==> src/hdl/power_state_map.vh <==
// Register map, field positions, reset values and timing counts for the power state controller
`ifndef POWER_STATE_MAP_VH
`define POWER_STATE_MAP_VH
// Byte addresses: register index 0x05 is not word aligned, so byte = 4 * index
`define IDX_STATE_SELECT      8'h05
`define ADDR_STATE_SELECT     8'h14
`define ADDR_WAKE_STATUS      8'h7c
`define ADDR_WAKE_MASK        8'h9c
`define ADDR_CONFIG           8'h20
`define ADDR_STATE            8'h24
`define ADDR_SUPPLY           8'h28
// Field positions
`define HIB_REQ_BIT           15
`define CFG_KEY_POL_BIT       0
`define CFG_WAKE_POL_BIT      1
`define CFG_PWRUP_POL_BIT     2
`define CFG_ALARM_EN_BIT      3
`define CFG_DEV_MODE_BIT      4
`define CFG_SUSPEND_BIT       5
`define CFG_THR_LSB           8
`define CFG_THR_MSB           11
// Wake cause bit positions
`define WC_OFF                6
`define WC_HIB                5
`define WC_CONV               4
`define WC_WDOG               3
`define WC_PWRUP              2
`define WC_KEY                1
`define WC_WAKE               0
// Reset values
`define RST_CONFIG            16'h0300
`define RST_MASK              7'h00
// Qualification time: 40 ms at 32768 Hz slow clock ticks
`define QUAL_TIME_MS          40
`define SLOW_CLK_HZ           32768
`define QUAL_TICKS            ((`QUAL_TIME_MS * `SLOW_CLK_HZ + 999) / 1000)
`define QUAL_CNT_W            11
`endif

==> src/hdl/power_state_controller.v <==
// Power operating-state controller with AXI4-Lite register slave
`include "power_state_map.vh"
`timescale 1ns/1ps
`default_nettype none

module qual_timer (
  input  wire       aclk,
  input  wire       aresetn,
  input  wire       slow_tick,
  input  wire       level,
  output reg        qualified
);
  localparam integer LAST = `QUAL_TICKS - 1;
  reg [`QUAL_CNT_W-1:0] cnt_q;
  // Count slow ticks while asserted, restart on release
  always @(posedge aclk) begin
    if (!aresetn) begin
      cnt_q     <= {`QUAL_CNT_W{1'b0}};
      qualified <= 1'b0;
    end else if (!level) begin
      cnt_q     <= {`QUAL_CNT_W{1'b0}};
      qualified <= 1'b0;
    end else if (slow_tick && !qualified) begin
      if (cnt_q == LAST[`QUAL_CNT_W-1:0])
        qualified <= 1'b1;
      else
        cnt_q <= cnt_q + {{(`QUAL_CNT_W-1){1'b0}}, 1'b1};
    end
  end
endmodule

module power_state_controller (
  input  wire        aclk,
  input  wire        aresetn,
  input  wire [7:0]  s_axi_awaddr,
  input  wire        s_axi_awvalid,
  output reg         s_axi_awready,
  input  wire [31:0] s_axi_wdata,
  input  wire [3:0]  s_axi_wstrb,
  input  wire        s_axi_wvalid,
  output reg         s_axi_wready,
  output reg  [1:0]  s_axi_bresp,
  output reg         s_axi_bvalid,
  input  wire        s_axi_bready,
  input  wire [7:0]  s_axi_araddr,
  input  wire        s_axi_arvalid,
  output reg         s_axi_arready,
  output reg  [31:0] s_axi_rdata,
  output reg  [1:0]  s_axi_rresp,
  output reg         s_axi_rvalid,
  input  wire        s_axi_rready,
  input  wire        slow_tick,
  input  wire        power_key_in,
  input  wire        wake_request_gpio,
  input  wire        power_up_request_input,
  input  wire        hibernate_edge_gpio,
  input  wire        hibernate_level_gpio,
  input  wire        rtc_alarm,
  input  wire        adaptor_sense_above_4v0,
  input  wire        usb_above_4v0,
  input  wire [3:0]  line_level,
  input  wire        line_above_uvlo,
  input  wire        line_below_shutdown,
  input  wire        backup_supply_rail_ok,
  input  wire        shutdown_event,
  input  wire        fault_detected,
  input  wire        startup_seq_done,
  input  wire        startup_trigger,
  input  wire        conv_fault_reset,
  input  wire        wdog_reset,
  output reg         converters_enable,
  output reg         ldo1_enable,
  output reg         backup_regulator_enable,
  output reg         oscillator_rtc_enable,
  output reg         trickle_charge_enable,
  output reg         fast_charge_allow,
  output reg         run_on_usb,
  output reg         defaults_restore,
  output reg         wake_summary_irq,
  output reg  [5:0]  power_state
);
  // One-hot operating states
  localparam [5:0] ST_ZERO = 6'h01;
  localparam [5:0] ST_BACKUP = 6'h02;
  localparam [5:0] ST_OFF = 6'h04;
  localparam [5:0] ST_PRE = 6'h08;
  localparam [5:0] ST_ACTIVE = 6'h10;
  localparam [5:0] ST_HIB = 6'h20;

  reg  [5:0]  state_q;
  reg  [5:0]  state_d;
  reg         hib_req_q;
  reg  [15:0] config_q;
  reg  [6:0]  wake_status_q;
  reg  [6:0]  wake_mask_q;
  reg         seq_fault_q;
  reg         from_hib_q;
  reg         usb_start_q;
  reg         key_q_prev;
  reg         wake_q_prev;
  reg         pwrup_q_prev;
  reg         hib_edge_prev;
  reg         hib_edge_hold_q;
  reg         conv_prev;
  reg         wdog_prev;
  reg  [7:0]  awaddr_q;
  reg  [31:0] wdata_q;
  reg  [3:0]  wstrb_q;
  reg         aw_have_q;
  reg         w_have_q;
  wire        key_qual;
  wire        wake_qual;
  wire        pwrup_qual;
  wire        key_lvl;
  wire        wake_lvl;
  wire        pwrup_lvl;
  wire        key_rise;
  wire        wake_rise;
  wire        pwrup_rise;
  wire        hib_edge_rise;
  wire        supply_ok;
  wire        startup_event;
  wire        wake_event;
  wire        do_write;
  wire        do_read;
  wire        status_read;
  wire [6:0]  wake_set;
  wire [7:0]  wr_addr;
  wire [31:0] wr_data;
  wire [3:0]  wr_strb;

  // Polarity selection of the qualified inputs
  assign key_lvl   = power_key_in ^ ~config_q[`CFG_KEY_POL_BIT];
  assign wake_lvl  = wake_request_gpio ^ ~config_q[`CFG_WAKE_POL_BIT];
  assign pwrup_lvl = power_up_request_input ^ ~config_q[`CFG_PWRUP_POL_BIT];

  qual_timer u_key (.aclk(aclk), .aresetn(aresetn), .slow_tick(slow_tick), .level(key_lvl), .qualified(key_qual));
  qual_timer u_wake (.aclk(aclk), .aresetn(aresetn), .slow_tick(slow_tick), .level(wake_lvl), .qualified(wake_qual));
  qual_timer u_pwrup (.aclk(aclk), .aresetn(aresetn), .slow_tick(slow_tick), .level(pwrup_lvl), .qualified(pwrup_qual));

  // Edges of qualified inputs and the hibernate edge pin
  assign key_rise      = key_qual & ~key_q_prev;
  assign wake_rise     = wake_qual & ~wake_q_prev;
  assign pwrup_rise    = pwrup_qual & ~pwrup_q_prev;
  assign hib_edge_rise = hibernate_edge_gpio & ~hib_edge_prev;

  // Start-up events gated by line threshold; battery presence is no event
  assign supply_ok     = line_level > config_q[`CFG_THR_MSB:`CFG_THR_LSB];
  assign startup_event = supply_ok & (key_rise | wake_rise | pwrup_rise
                         | (rtc_alarm & config_q[`CFG_ALARM_EN_BIT])
                         | adaptor_sense_above_4v0
                         | usb_above_4v0);
  assign wake_event    = startup_event;

  // Next state
  always @* begin
    state_d = state_q;
    case (state_q)
      ST_ZERO: begin
        if (backup_supply_rail_ok)
          state_d = line_above_uvlo ? ST_OFF : ST_BACKUP;
      end
      ST_BACKUP: begin
        if (line_above_uvlo)
          state_d = ST_OFF;
        else if (!backup_supply_rail_ok)
          state_d = ST_ZERO;
      end
      ST_OFF: begin
        if (!line_above_uvlo && backup_supply_rail_ok)
          state_d = ST_BACKUP;
        else if (!line_above_uvlo)
          state_d = ST_ZERO;
        else if (startup_event)
          state_d = ST_PRE;
      end
      ST_PRE: begin
        if (fault_detected || seq_fault_q)
          state_d = ST_OFF;
        else if (startup_seq_done && (!config_q[`CFG_DEV_MODE_BIT] || startup_trigger))
          state_d = ST_ACTIVE;
      end
      ST_ACTIVE: begin
        if (shutdown_event || line_below_shutdown)
          state_d = ST_OFF;
        else if (hib_req_q || hib_edge_rise || hibernate_level_gpio)
          state_d = ST_HIB;
      end
      ST_HIB: begin
        if (fault_detected || shutdown_event)
          state_d = ST_OFF;
        else if (hib_edge_rise || wake_event || (!hibernate_level_gpio && !hib_req_q && !hib_edge_hold_q))
          state_d = ST_PRE;
      end
      default: state_d = ST_ZERO;
    endcase
  end

  // AXI write and read handshakes
  assign wr_addr     = s_axi_awvalid && s_axi_awready ? s_axi_awaddr : awaddr_q;
  assign wr_data     = s_axi_wvalid && s_axi_wready ? s_axi_wdata : wdata_q;
  assign wr_strb     = s_axi_wvalid && s_axi_wready ? s_axi_wstrb : wstrb_q;
  assign do_write    = (aw_have_q || (s_axi_awvalid && s_axi_awready))
                       && (w_have_q || (s_axi_wvalid && s_axi_wready)) && !s_axi_bvalid;
  assign do_read     = s_axi_arvalid && s_axi_arready;
  assign status_read = do_read && s_axi_araddr == `ADDR_WAKE_STATUS;

  // Wake cause set terms: OFF and HIB on the pre-active to active step, the others on rising edges
  assign wake_set[`WC_OFF]   = state_q == ST_PRE && state_d == ST_ACTIVE && !from_hib_q;
  assign wake_set[`WC_HIB]   = state_q == ST_PRE && state_d == ST_ACTIVE && from_hib_q;
  assign wake_set[`WC_CONV]  = conv_fault_reset & ~conv_prev;
  assign wake_set[`WC_WDOG]  = wdog_reset & ~wdog_prev;
  assign wake_set[`WC_PWRUP] = pwrup_rise;
  assign wake_set[`WC_KEY]   = key_rise;
  assign wake_set[`WC_WAKE]  = wake_rise;

  // State, flags and registers
  always @(posedge aclk) begin
    if (!aresetn) begin
      state_q       <= ST_OFF;
      hib_req_q     <= 1'b0;
      config_q      <= `RST_CONFIG;
      wake_status_q <= 7'h00;
      wake_mask_q   <= `RST_MASK;
      seq_fault_q   <= 1'b0;
      from_hib_q    <= 1'b0;
      usb_start_q   <= 1'b0;
      key_q_prev    <= 1'b0;
      wake_q_prev   <= 1'b0;
      pwrup_q_prev  <= 1'b0;
      hib_edge_prev <= 1'b0;
      hib_edge_hold_q <= 1'b0;
      conv_prev     <= 1'b0;
      wdog_prev     <= 1'b0;
    end else begin
      state_q       <= state_d;
      key_q_prev    <= key_qual;
      wake_q_prev   <= wake_qual;
      pwrup_q_prev  <= pwrup_qual;
      hib_edge_prev <= hibernate_edge_gpio;
      conv_prev     <= conv_fault_reset;
      wdog_prev     <= wdog_reset;
      if (state_q == ST_ACTIVE)
        hib_edge_hold_q <= hib_edge_rise;
      if (state_q == ST_PRE)
        seq_fault_q <= seq_fault_q | fault_detected;
      else
        seq_fault_q <= 1'b0;
      if (state_d == ST_PRE && state_q != ST_PRE) begin
        from_hib_q  <= state_q == ST_HIB;
        usb_start_q <= usb_above_4v0;
      end
      // Set wins over clear-on-read
      wake_status_q <= (status_read ? 7'h00 : wake_status_q) | wake_set;
      if (do_write && wr_addr == `ADDR_STATE_SELECT && wr_strb[1])
        hib_req_q <= wr_data[`HIB_REQ_BIT];
      if (do_write && wr_addr == `ADDR_CONFIG) begin
        if (wr_strb[0])
          config_q[7:0] <= wr_data[7:0];
        if (wr_strb[1])
          config_q[15:8] <= wr_data[15:8];
      end
      if (do_write && wr_addr == `ADDR_WAKE_MASK && wr_strb[0])
        wake_mask_q <= wr_data[6:0];
      // Defaults restored on entry to OFF and while going to or staying in ZERO
      if (state_d == ST_OFF && state_q != ST_OFF || state_d == ST_ZERO) begin
        hib_req_q   <= 1'b0;
        config_q    <= `RST_CONFIG;
        wake_mask_q <= `RST_MASK;
        if (state_d == ST_ZERO)
          wake_status_q <= 7'h00;
      end
    end
  end

  // AXI slave channel handling
  always @(posedge aclk) begin
    if (!aresetn) begin
      s_axi_awready <= 1'b0;
      s_axi_wready  <= 1'b0;
      s_axi_bvalid  <= 1'b0;
      s_axi_bresp   <= 2'b00;
      s_axi_arready <= 1'b0;
      s_axi_rvalid  <= 1'b0;
      s_axi_rresp   <= 2'b00;
      s_axi_rdata   <= 32'h00000000;
      aw_have_q     <= 1'b0;
      w_have_q      <= 1'b0;
      awaddr_q      <= 8'h00;
      wdata_q       <= 32'h00000000;
      wstrb_q       <= 4'h0;
    end else begin
      s_axi_awready <= !aw_have_q && !(s_axi_awvalid && s_axi_awready) && !s_axi_bvalid;
      s_axi_wready  <= !w_have_q && !(s_axi_wvalid && s_axi_wready) && !s_axi_bvalid;
      if (s_axi_awvalid && s_axi_awready) begin
        aw_have_q <= 1'b1;
        awaddr_q  <= s_axi_awaddr;
      end
      if (s_axi_wvalid && s_axi_wready) begin
        w_have_q <= 1'b1;
        wdata_q  <= s_axi_wdata;
        wstrb_q  <= s_axi_wstrb;
      end
      if (do_write) begin
        aw_have_q     <= 1'b0;
        w_have_q      <= 1'b0;
        s_axi_awready <= 1'b0;
        s_axi_wready  <= 1'b0;
        s_axi_bvalid  <= 1'b1;
        s_axi_bresp   <= (wr_addr == `ADDR_STATE_SELECT || wr_addr == `ADDR_CONFIG
                          || wr_addr == `ADDR_WAKE_MASK || wr_addr == `ADDR_WAKE_STATUS
                          || wr_addr == `ADDR_STATE || wr_addr == `ADDR_SUPPLY) ? 2'b00 : 2'b10;
      end else if (s_axi_bvalid && s_axi_bready) begin
        s_axi_bvalid <= 1'b0;
      end
      s_axi_arready <= !s_axi_arready && !s_axi_rvalid && s_axi_arvalid;
      if (do_read) begin
        s_axi_rvalid <= 1'b1;
        s_axi_rresp  <= 2'b00;
        case (s_axi_araddr)
          `ADDR_STATE_SELECT: s_axi_rdata <= {16'h0000, hib_req_q, 15'h0};
          `ADDR_CONFIG:       s_axi_rdata <= {16'h0000, config_q};
          `ADDR_WAKE_STATUS:  s_axi_rdata <= {25'h0, wake_status_q};
          `ADDR_WAKE_MASK:    s_axi_rdata <= {25'h0, wake_mask_q};
          `ADDR_STATE:        s_axi_rdata <= {26'h0, state_q};
          `ADDR_SUPPLY:       s_axi_rdata <= {27'h0, supply_ok, line_level};
          default: begin
            s_axi_rdata <= 32'h00000000;
            s_axi_rresp <= 2'b10;
          end
        endcase
      end else if (s_axi_rvalid && s_axi_rready) begin
        s_axi_rvalid <= 1'b0;
      end
    end
  end

  // Supply and charger controls per state
  always @(posedge aclk) begin
    if (!aresetn) begin
      converters_enable       <= 1'b0;
      ldo1_enable             <= 1'b0;
      backup_regulator_enable <= 1'b1;
      oscillator_rtc_enable   <= 1'b1;
      trickle_charge_enable   <= 1'b1;
      fast_charge_allow       <= 1'b0;
      run_on_usb              <= 1'b0;
      defaults_restore        <= 1'b0;
      wake_summary_irq        <= 1'b0;
      power_state             <= ST_OFF;
    end else begin
      power_state             <= state_q;
      converters_enable       <= state_q == ST_ACTIVE || state_q == ST_HIB;
      ldo1_enable             <= state_q == ST_ACTIVE || state_q == ST_HIB || state_q == ST_OFF;
      backup_regulator_enable <= state_q != ST_ZERO && state_q != ST_BACKUP;
      oscillator_rtc_enable   <= state_q != ST_ZERO;
      trickle_charge_enable   <= state_q == ST_OFF || state_q == ST_HIB
                                 || (state_q == ST_ACTIVE && usb_start_q && !config_q[`CFG_SUSPEND_BIT]);
      fast_charge_allow       <= state_q == ST_ACTIVE;
      run_on_usb              <= (state_q == ST_ACTIVE || state_q == ST_PRE) && usb_start_q
                                 && !config_q[`CFG_SUSPEND_BIT];
      defaults_restore        <= state_d == ST_OFF && state_q != ST_OFF;
      wake_summary_irq        <= |(wake_status_q & ~wake_mask_q);
    end
  end
endmodule

`default_nettype wire

==> config.mk <==
export PLATFORM = sky130hd
export DESIGN_NAME = power_state_controller
export DESIGN_NICKNAME = d
export VERILOG_FILES = /design/src/hdl/power_state_controller.v
export VERILOG_INCLUDE_DIRS = /design/src /design/src/hdl
export SDC_FILE = /design/constraint.sdc
export NUM_CORES = 1
export LEC_CHECK = 0
export BUFFER_PORTS_ARGS = -buffer_cell sky130_fd_sc_hd__buf_2
export CORE_MARGIN = 8
export CORE_UTILIZATION = 50
export DETAILED_ROUTE_END_ITERATION = 6
export MAX_ROUTING_LAYER = met4
export PLACE_DENSITY = 0.77
export SYNTH_ARGS = -nofsm -noshare
export SYNTH_HDL_FRONTEND = slang
export SYNTH_SLANG_ARGS = --single-unit
==> constraint.sdc <==
create_clock -name aclk -period 2.2 [get_ports aclk]
set_clock_uncertainty 0.2 [all_clocks]
set_input_delay 0.22 -clock aclk [delete_from_list [all_inputs] [get_ports aclk]]
set_output_delay 0.22 -clock aclk [all_outputs]
set_load 0.01 [all_outputs]
Word level (Yosys, flattened, before mapping):

Cells that the tools add are included.

* equal/unequal tests: 29
* add/sub/neg operators: 3
* reductions and logical operators: 92
* multiplexer cells: 27
* $mul: 0
* bitwise logic cells: 33
* shifts and indexed selects: 0
* magnitude comparators: 1
* div/mod/pow operators: 0

Operator list (number)
* $pmux 16 s6: 1
* $mux 6: 12
* $eq 8x6->1 const B: 6
* $logic_and 1x1->1: 36
* $pmux 6 s6: 1
* $add 11x1->11 const B: 3
* $eq 11x11->1 const B: 3
* $reduce_and 2->1: 12
* $logic_or 1x1->1: 21
* $mux 7: 3
* $logic_not 1->1: 17
* $eq 8x5->1 const B: 2
* $eq 8x7->1 const B: 2
* $eq 8x8->1 const B: 2
* $mux 16: 1
* $not 1->1: 13
* $eq 6x1->1 const B: 2
* $eq 6x3->1 const B: 2
* $eq 6x4->1 const B: 2
* $eq 6x5->1 const B: 2
* $and 1x1->1: 8
* $mux 8: 1
* $and 7x7->7: 1
* $not 7->7: 1
* other kinds (17): 31

* memories: 0
* RAM bits: 0
* input bits: 81
* bits in registers: 167
* logic and storage cells: 230
* bits in latches: 0
* bits in read-only memories: 0
* output and inout bits: 56

Logic depth before layout (Yosys ltp):

* word-level depth: 19
* mapped depth: 8
* depth with buffers taken out: 8

By module:

Synthesis repeated with hierarchy kept, for this count alone.

* cells, all modules: 782
* area, all modules: 7053.0 µm²

Modules (own cells, without submodules)
* power_state_controller: instances 1, cells each 570, sequential area each 2262.2 µm², area each 5133.7 µm²
* qual_timer at u_key ...: instances 2, cells each 67, sequential area each 240.2 µm², area each 609.3 µm²
* qual_timer at u_wake: instances 1, cells each 78, sequential area each 240.2 µm², area each 700.7 µm²

Least setup slack after synthesis:

No wires, ideal clock.

* path type: register to register
* start point: reg s_axi_awready
* end point: reg config_q[7]
* buffers on the path: 1
* cell stages (with the launch flop): 8
* required time: 1934 ps
* clock period less this slack: 2271 ps
* library setup time: 66 ps
* arrival: 2005 ps
* slack: -71 ps
* path through: dfxtp_1 -> and2_4 -> mux2i_2 -> nand2_2 -> or3_1 -> buf_6 -> or2_1 -> a21oi_2

* cells in the longest elaborated chain, start to end: 6
* elaborated cells between the ends (all ways): 8
* classes of those cells: eq/ne: 1; mux: 1; reduce/logical: 6

RTL lines
* start: declaration: RTL line power_state_controller.v:37 `output reg s_axi_awready,`
* start signal: assignment: RTL line power_state_controller.v:293 `s_axi_awready <= !aw_have_q && !(s_axi_awvalid && s_axi_awready) && !s_axi_bvalid;`
* $logic_and 1x1->1 *: RTL line power_state_controller.v:200, power_state_controller.v:203
* branches (longest 3 deep; another with $mux 8)
* $logic_and 1x1->1 (no line) *
* $reduce_and 2->1 (no line) *
* end signal: assignment: RTL line power_state_controller.v:222 `` config_q <= `RST_CONFIG; ``
* end signal: assignment: RTL line power_state_controller.v:259 `config_q[7:0] <= wr_data[7:0];`
* end signal: assignment: RTL line power_state_controller.v:268 `` config_q <= `RST_CONFIG; ``
* end: declaration: RTL line power_state_controller.v:93 `reg [15:0] config_q;`

Every way passes the cells marked *.
A chain may end at the register's enable or synchronous reset.

Final worst setup path:

* start point: reg u_pwrup.cnt_q[0]
* end point: reg u_pwrup.cnt_q[5]

* cells in the longest elaborated chain, start to end: 3
* elaborated cells between the ends (all ways): 4
* classes of those cells: add/sub: 1; eq/ne: 1; bitwise: 1; reduce/logical: 1

RTL lines
* start: declaration: RTL line power_state_controller.v:14 `` reg [`QUAL_CNT_W-1:0] cnt_q; ``
* start signal: assignment: RTL line power_state_controller.v:18 `` cnt_q <= {`QUAL_CNT_W{1'b0}}; ``
* start signal: assignment: RTL line power_state_controller.v:21 `` cnt_q <= {`QUAL_CNT_W{1'b0}}; ``
* start signal: assignment: RTL line power_state_controller.v:27 `` cnt_q <= cnt_q + {{(`QUAL_CNT_W-1){1'b0}}, 1'b1}; ``
* branches (longest 3 deep; another with $add 11x1->11)

Parallel ways; which one is timed is not known.

==> impl_metrics.py <==
metrics = {
    "status": {
        "status": "finished, final reports clean",
    },
    "clock_network": {
        "clock_path_buffers": 2,
        "cts_sinks": 149,
        "clk_pin_slew_worst_paths_ps": 60,
        "insertion_delay_ps": 430,
        "htree_levels": 4,
        "cts_buffers": 17,
        "clockRootBuffer": "clkbuf_16",
        "cts_tree": "done",
    },
    "yosys": {
        "syn_inst": 735,
        "synth.area.top_cells": "dfxtp_1 (45%), nor2_1 (5.7%), mux2i_1 (4.8%)",
        "ys_async_sr_fraction_pct": 0,
        "synth_top_area_share_pct": 44.8,
        "synth_edf_count": 0,
        "synth_top_cell_by_area": "dfxtp_1",
        "ys.flop_type": "dfxtp_1",
        "synth-seq-cells": 149,
        "yosysSeqAreaShare_pct": 44.8,
        "synth_area_um2": 6670,
        "avgSynthCellArea_um2": 9.07,
        "synth-warning-count": 0,
        "synth_cell_types": 74,
    },
    "die": {
        "pin_count": 137,
        "die_y_um": 131,
        "coreArea_um2": 13100,
        "rows": 42,
        "die_w_um": 131,
        "dieArea_um2": 17300,
        "start_util_pct": 50.7,
    },
    "detailed_routing": {
        "viasPerCell": 5.44,
        "drc": 0,
        "wl_mm": 18.6,
        "drt_first_pass_iters": 5,
        "drtIter0Drc": 441,
        "wire_per_inst_um": 16.5,
        "ant_nets": 0,
        "via_count": 6143,
    },
    "cells_and_area": {
        "nNetsFinal": 1031,
        "final_cell_mix": "dfxtp_1 (144), nor2_1 (100), buf_2 (100), buf_4 (73), nand2_1 (49)",
        "mostFrequentLayoutCell": "dfxtp_1",
        "syn_to_final_growth_pct": 35.4,
        "nFillCells": 1005,
        "drive_above_1_share_pct": 28.4,
    },
    "setup_path": {
        "worstSetupStartpoint": "u_pwrup.cnt_q[0]$_SDFFE_PN0P_",
        "startpoint_type": "flop",
        "crit_path_max_incr_delay_ps": 430,
        "timing.critical_path.buf_inv": 1,
        "crit_family": "simple AND/OR/NAND/NOR gates",
        "crit_path_end_kind": "flop",
        "cp_cell_sequence": "inv_2, ha_4, and4b_1, a311oi_4, nand4_1, or3_4, a21oi_2",
        "required_ps": 2360,
        "critical_path_class": "reg2reg",
        "critPathMaxFanout": 5,
        "rrSetupSlack_ps": 7,
        "r2r_cells": 7,
        "timing.rr.end": "u_pwrup.cnt_q[5]$_SDFFE_PN0P_",
        "worst_ep_arrival_time_ps": 2350,
        "cp_slowest_cell": "or3_4",
        "rr_startpoint": "u_pwrup.cnt_q[0]$_SDFFE_PN0P_",
    },
    "global_route": {
        "met1_usage_pct": 24.0,
        "grt_pass1_wl_mm": 29.5,
        "grt_antenna_before_repair": 1,
        "met3_usage_pct": 6.14,
        "grt_usage_pct": 21.3,
        "grt_max_degree": 39,
        "grt.overflow.total": 0,
        "grtUsageMet2_pct": 35.3,
        "grt_pass1_vias": 6000,
        "busiest_layer": "met2",
    },
    "pwr": {
        "p_int_mw": 5.03,
        "switching_share_pct": 24.4,
        "switchingPower_mw": 1.62,
        "power.leakage_nw": 3.70,
        "irDropWorstVdd_uv": 508,
        "seqPwrFrac_pct": 42.3,
        "combPwrFrac_pct": 11.4,
        "power.density_nw_per_um2": 737,
        "clockPowerShare_pct": 46.3,
    },
    "place": {
        "dp_slack_ps": -88.3,
        "port_buffers": 100,
        "place_congestion": 0.928,
        "dp_hpwl_mm": 12.6,
    },
    "sta": {
        "tightestPinTransition_ps": 1010,
        "hold_viol": 0,
        "fmax_mhz": 456,
        "maxSlewHeadroom_pct": 32.3,
        "setup_slack_ps": 6.77,
        "finalMaxSlewViolations": 0,
        "min_period_ps": 2190,
        "rsz0062_at_grt": "true",
        "finalSetupViolCount": 0,
        "whs_ps": 28.5,
        "post-route-period-util_pct": 99.7,
    },
    "job": {
        "cap_violations": 0,
    },
    "worst_hold_path": {
        "holdCritStartpoint": "slow_tick",
        "hold_depth": 4,
        "hold_class": "in2reg",
        "min_to": "u_wake.qualified$_SDFFE_PN0P_",
    },
}
==> worst reg2reg max path, stage by stage (launching register included) <==
cell and delay, ps:
dfxtp_2 330, inv_2 40, ha_4 150, and4b_1 210, a311oi_4 380, nand4_1 260
or3_4 430, a21oi_2 110
==> sequential cells by signal, indices dropped and copies added, names as in the netlist, 2 cells and up <==
name / flops
wstrb_q: 2
state_q: 6
wake_mask_q: 7
s_axi_rdata: 16
wake_status_q: 7
wdata_q: 16
u_wake.cnt_q: 11
u_key.cnt_q: 11
awaddr_q: 8
config_q: 16
u_pwrup.cnt_q: 11
power_state: 6
==> cell families after synthesis <==
group                    count (synthesis)  synth area share [%]
AND/OR/NAND/NOR                        296                  23.2
flip-flops                             149                  44.8
XOR/XNOR                                30                  3.94
AO/OA/AOI/OAI                          129                  13.6
adder cells (fa/ha/maj)                 10                  1.88
other                                    1                0.0563
buffers and inverters                   77                  5.86
multiplexers                            43                  6.70
==> power by group through the flow <==
stage	sequential, mW	clock, mW	combinational [mW]
2_1_floorplan	2.87	0	0.388
3_3_place_gp	2.86	0	0.644
3_5_place_dp	2.87	0	0.653
4_1_cts	2.81	3.12	0.716
5_1_grt	2.82	3.23	0.825
6_report	2.81	3.08	0.759
==> what timing repair did <==
item / 4_1_cts / 5_1_grt
resized for setup: 3 / 39
hold buffers: 38 / 0
setup endpoints to repair: 10 / 49
pin swaps: 2 / 17
buffers inserted: 2 / 4
hold endpoints to repair: 43 / 0
==> layer usage <==
metal	share of wire, %	vias up
met5	0	-
met4	2.5	0
met3	6.2	38
met2	50	198
met1	41	2928
li1	-	2979
==> synthesized netlist by cell type (all sizes together), types with 7 or more instances <==
| library cell | count |
|---|---|
| nor3 | 17 |
| a211oi | 13 |
| ha | 10 |
| nor4 | 9 |
| and2 | 22 |
| xor2 | 15 |
| inv | 30 |
| nand2b | 9 |
| dfxtp | 149 |
| nor2b | 12 |
| or3 | 11 |
| nand2 | 53 |
| nand4 | 13 |
| nor2 | 101 |
| o21ai | 15 |
| nand3 | 20 |
| a22oi | 8 |
| a21oi | 42 |
| mux2 | 10 |
| xnor2 | 15 |
| mux2i | 33 |
| buf | 33 |
| clkbuf | 13 |
| a221oi | 7 |
==> how the worst max path moves through the flow <==
stage	end	slack (ps)	cells after the start
3_5_place_dp	config_q[5]$_SDFFE_PP0P_	-90	8
2_1_floorplan	config_q[7]$_SDFFE_PP0P_	5	7
3_3_place_gp	config_q[1]$_SDFFE_PP0P_	-50	8
5_1_grt	u_pwrup.cnt_q[5]$_SDFFE_PN0P_	-60	8
4_1_cts	usb_start_q$_SDFFE_PN0P_	3	9
6_report	u_pwrup.cnt_q[5]$_SDFFE_PN0P_	7	7
==> layout make-up <==
type	count	area (um^2)	area share (%)
multi-input cells	526	3570	39.6
inverters	31	116	1.29
well taps	176	220	2.44
clock buffers	17	425	4.71
diodes	1	2.50	0.0277
repair buffers	215	1500	16.6
clock inverters	14	201	2.23
flip-flops and latches	149	2990	33.1
==> metrics by stage <==
stage / power [mW] / cell area [um^2] / cells / utilization [%] / setup TNS (ps)
global placement: 3.51 / 7780 / 1053 / 59.2 / -319
global route: 6.88 / 9020 / 1129 / 68.7 / -469
detailed placement: 3.52 / 7780 / 1053 / 59.2 / -556
floorplan: 3.26 / 6760 / 752 / - / 0
CTS: 6.64 / 8820 / 1124 / 67.1 / 0
finish: 6.65 / 9020 / 1129 / 68.7 / 0
No activity file was read; power rests on OpenSTA's default activity.
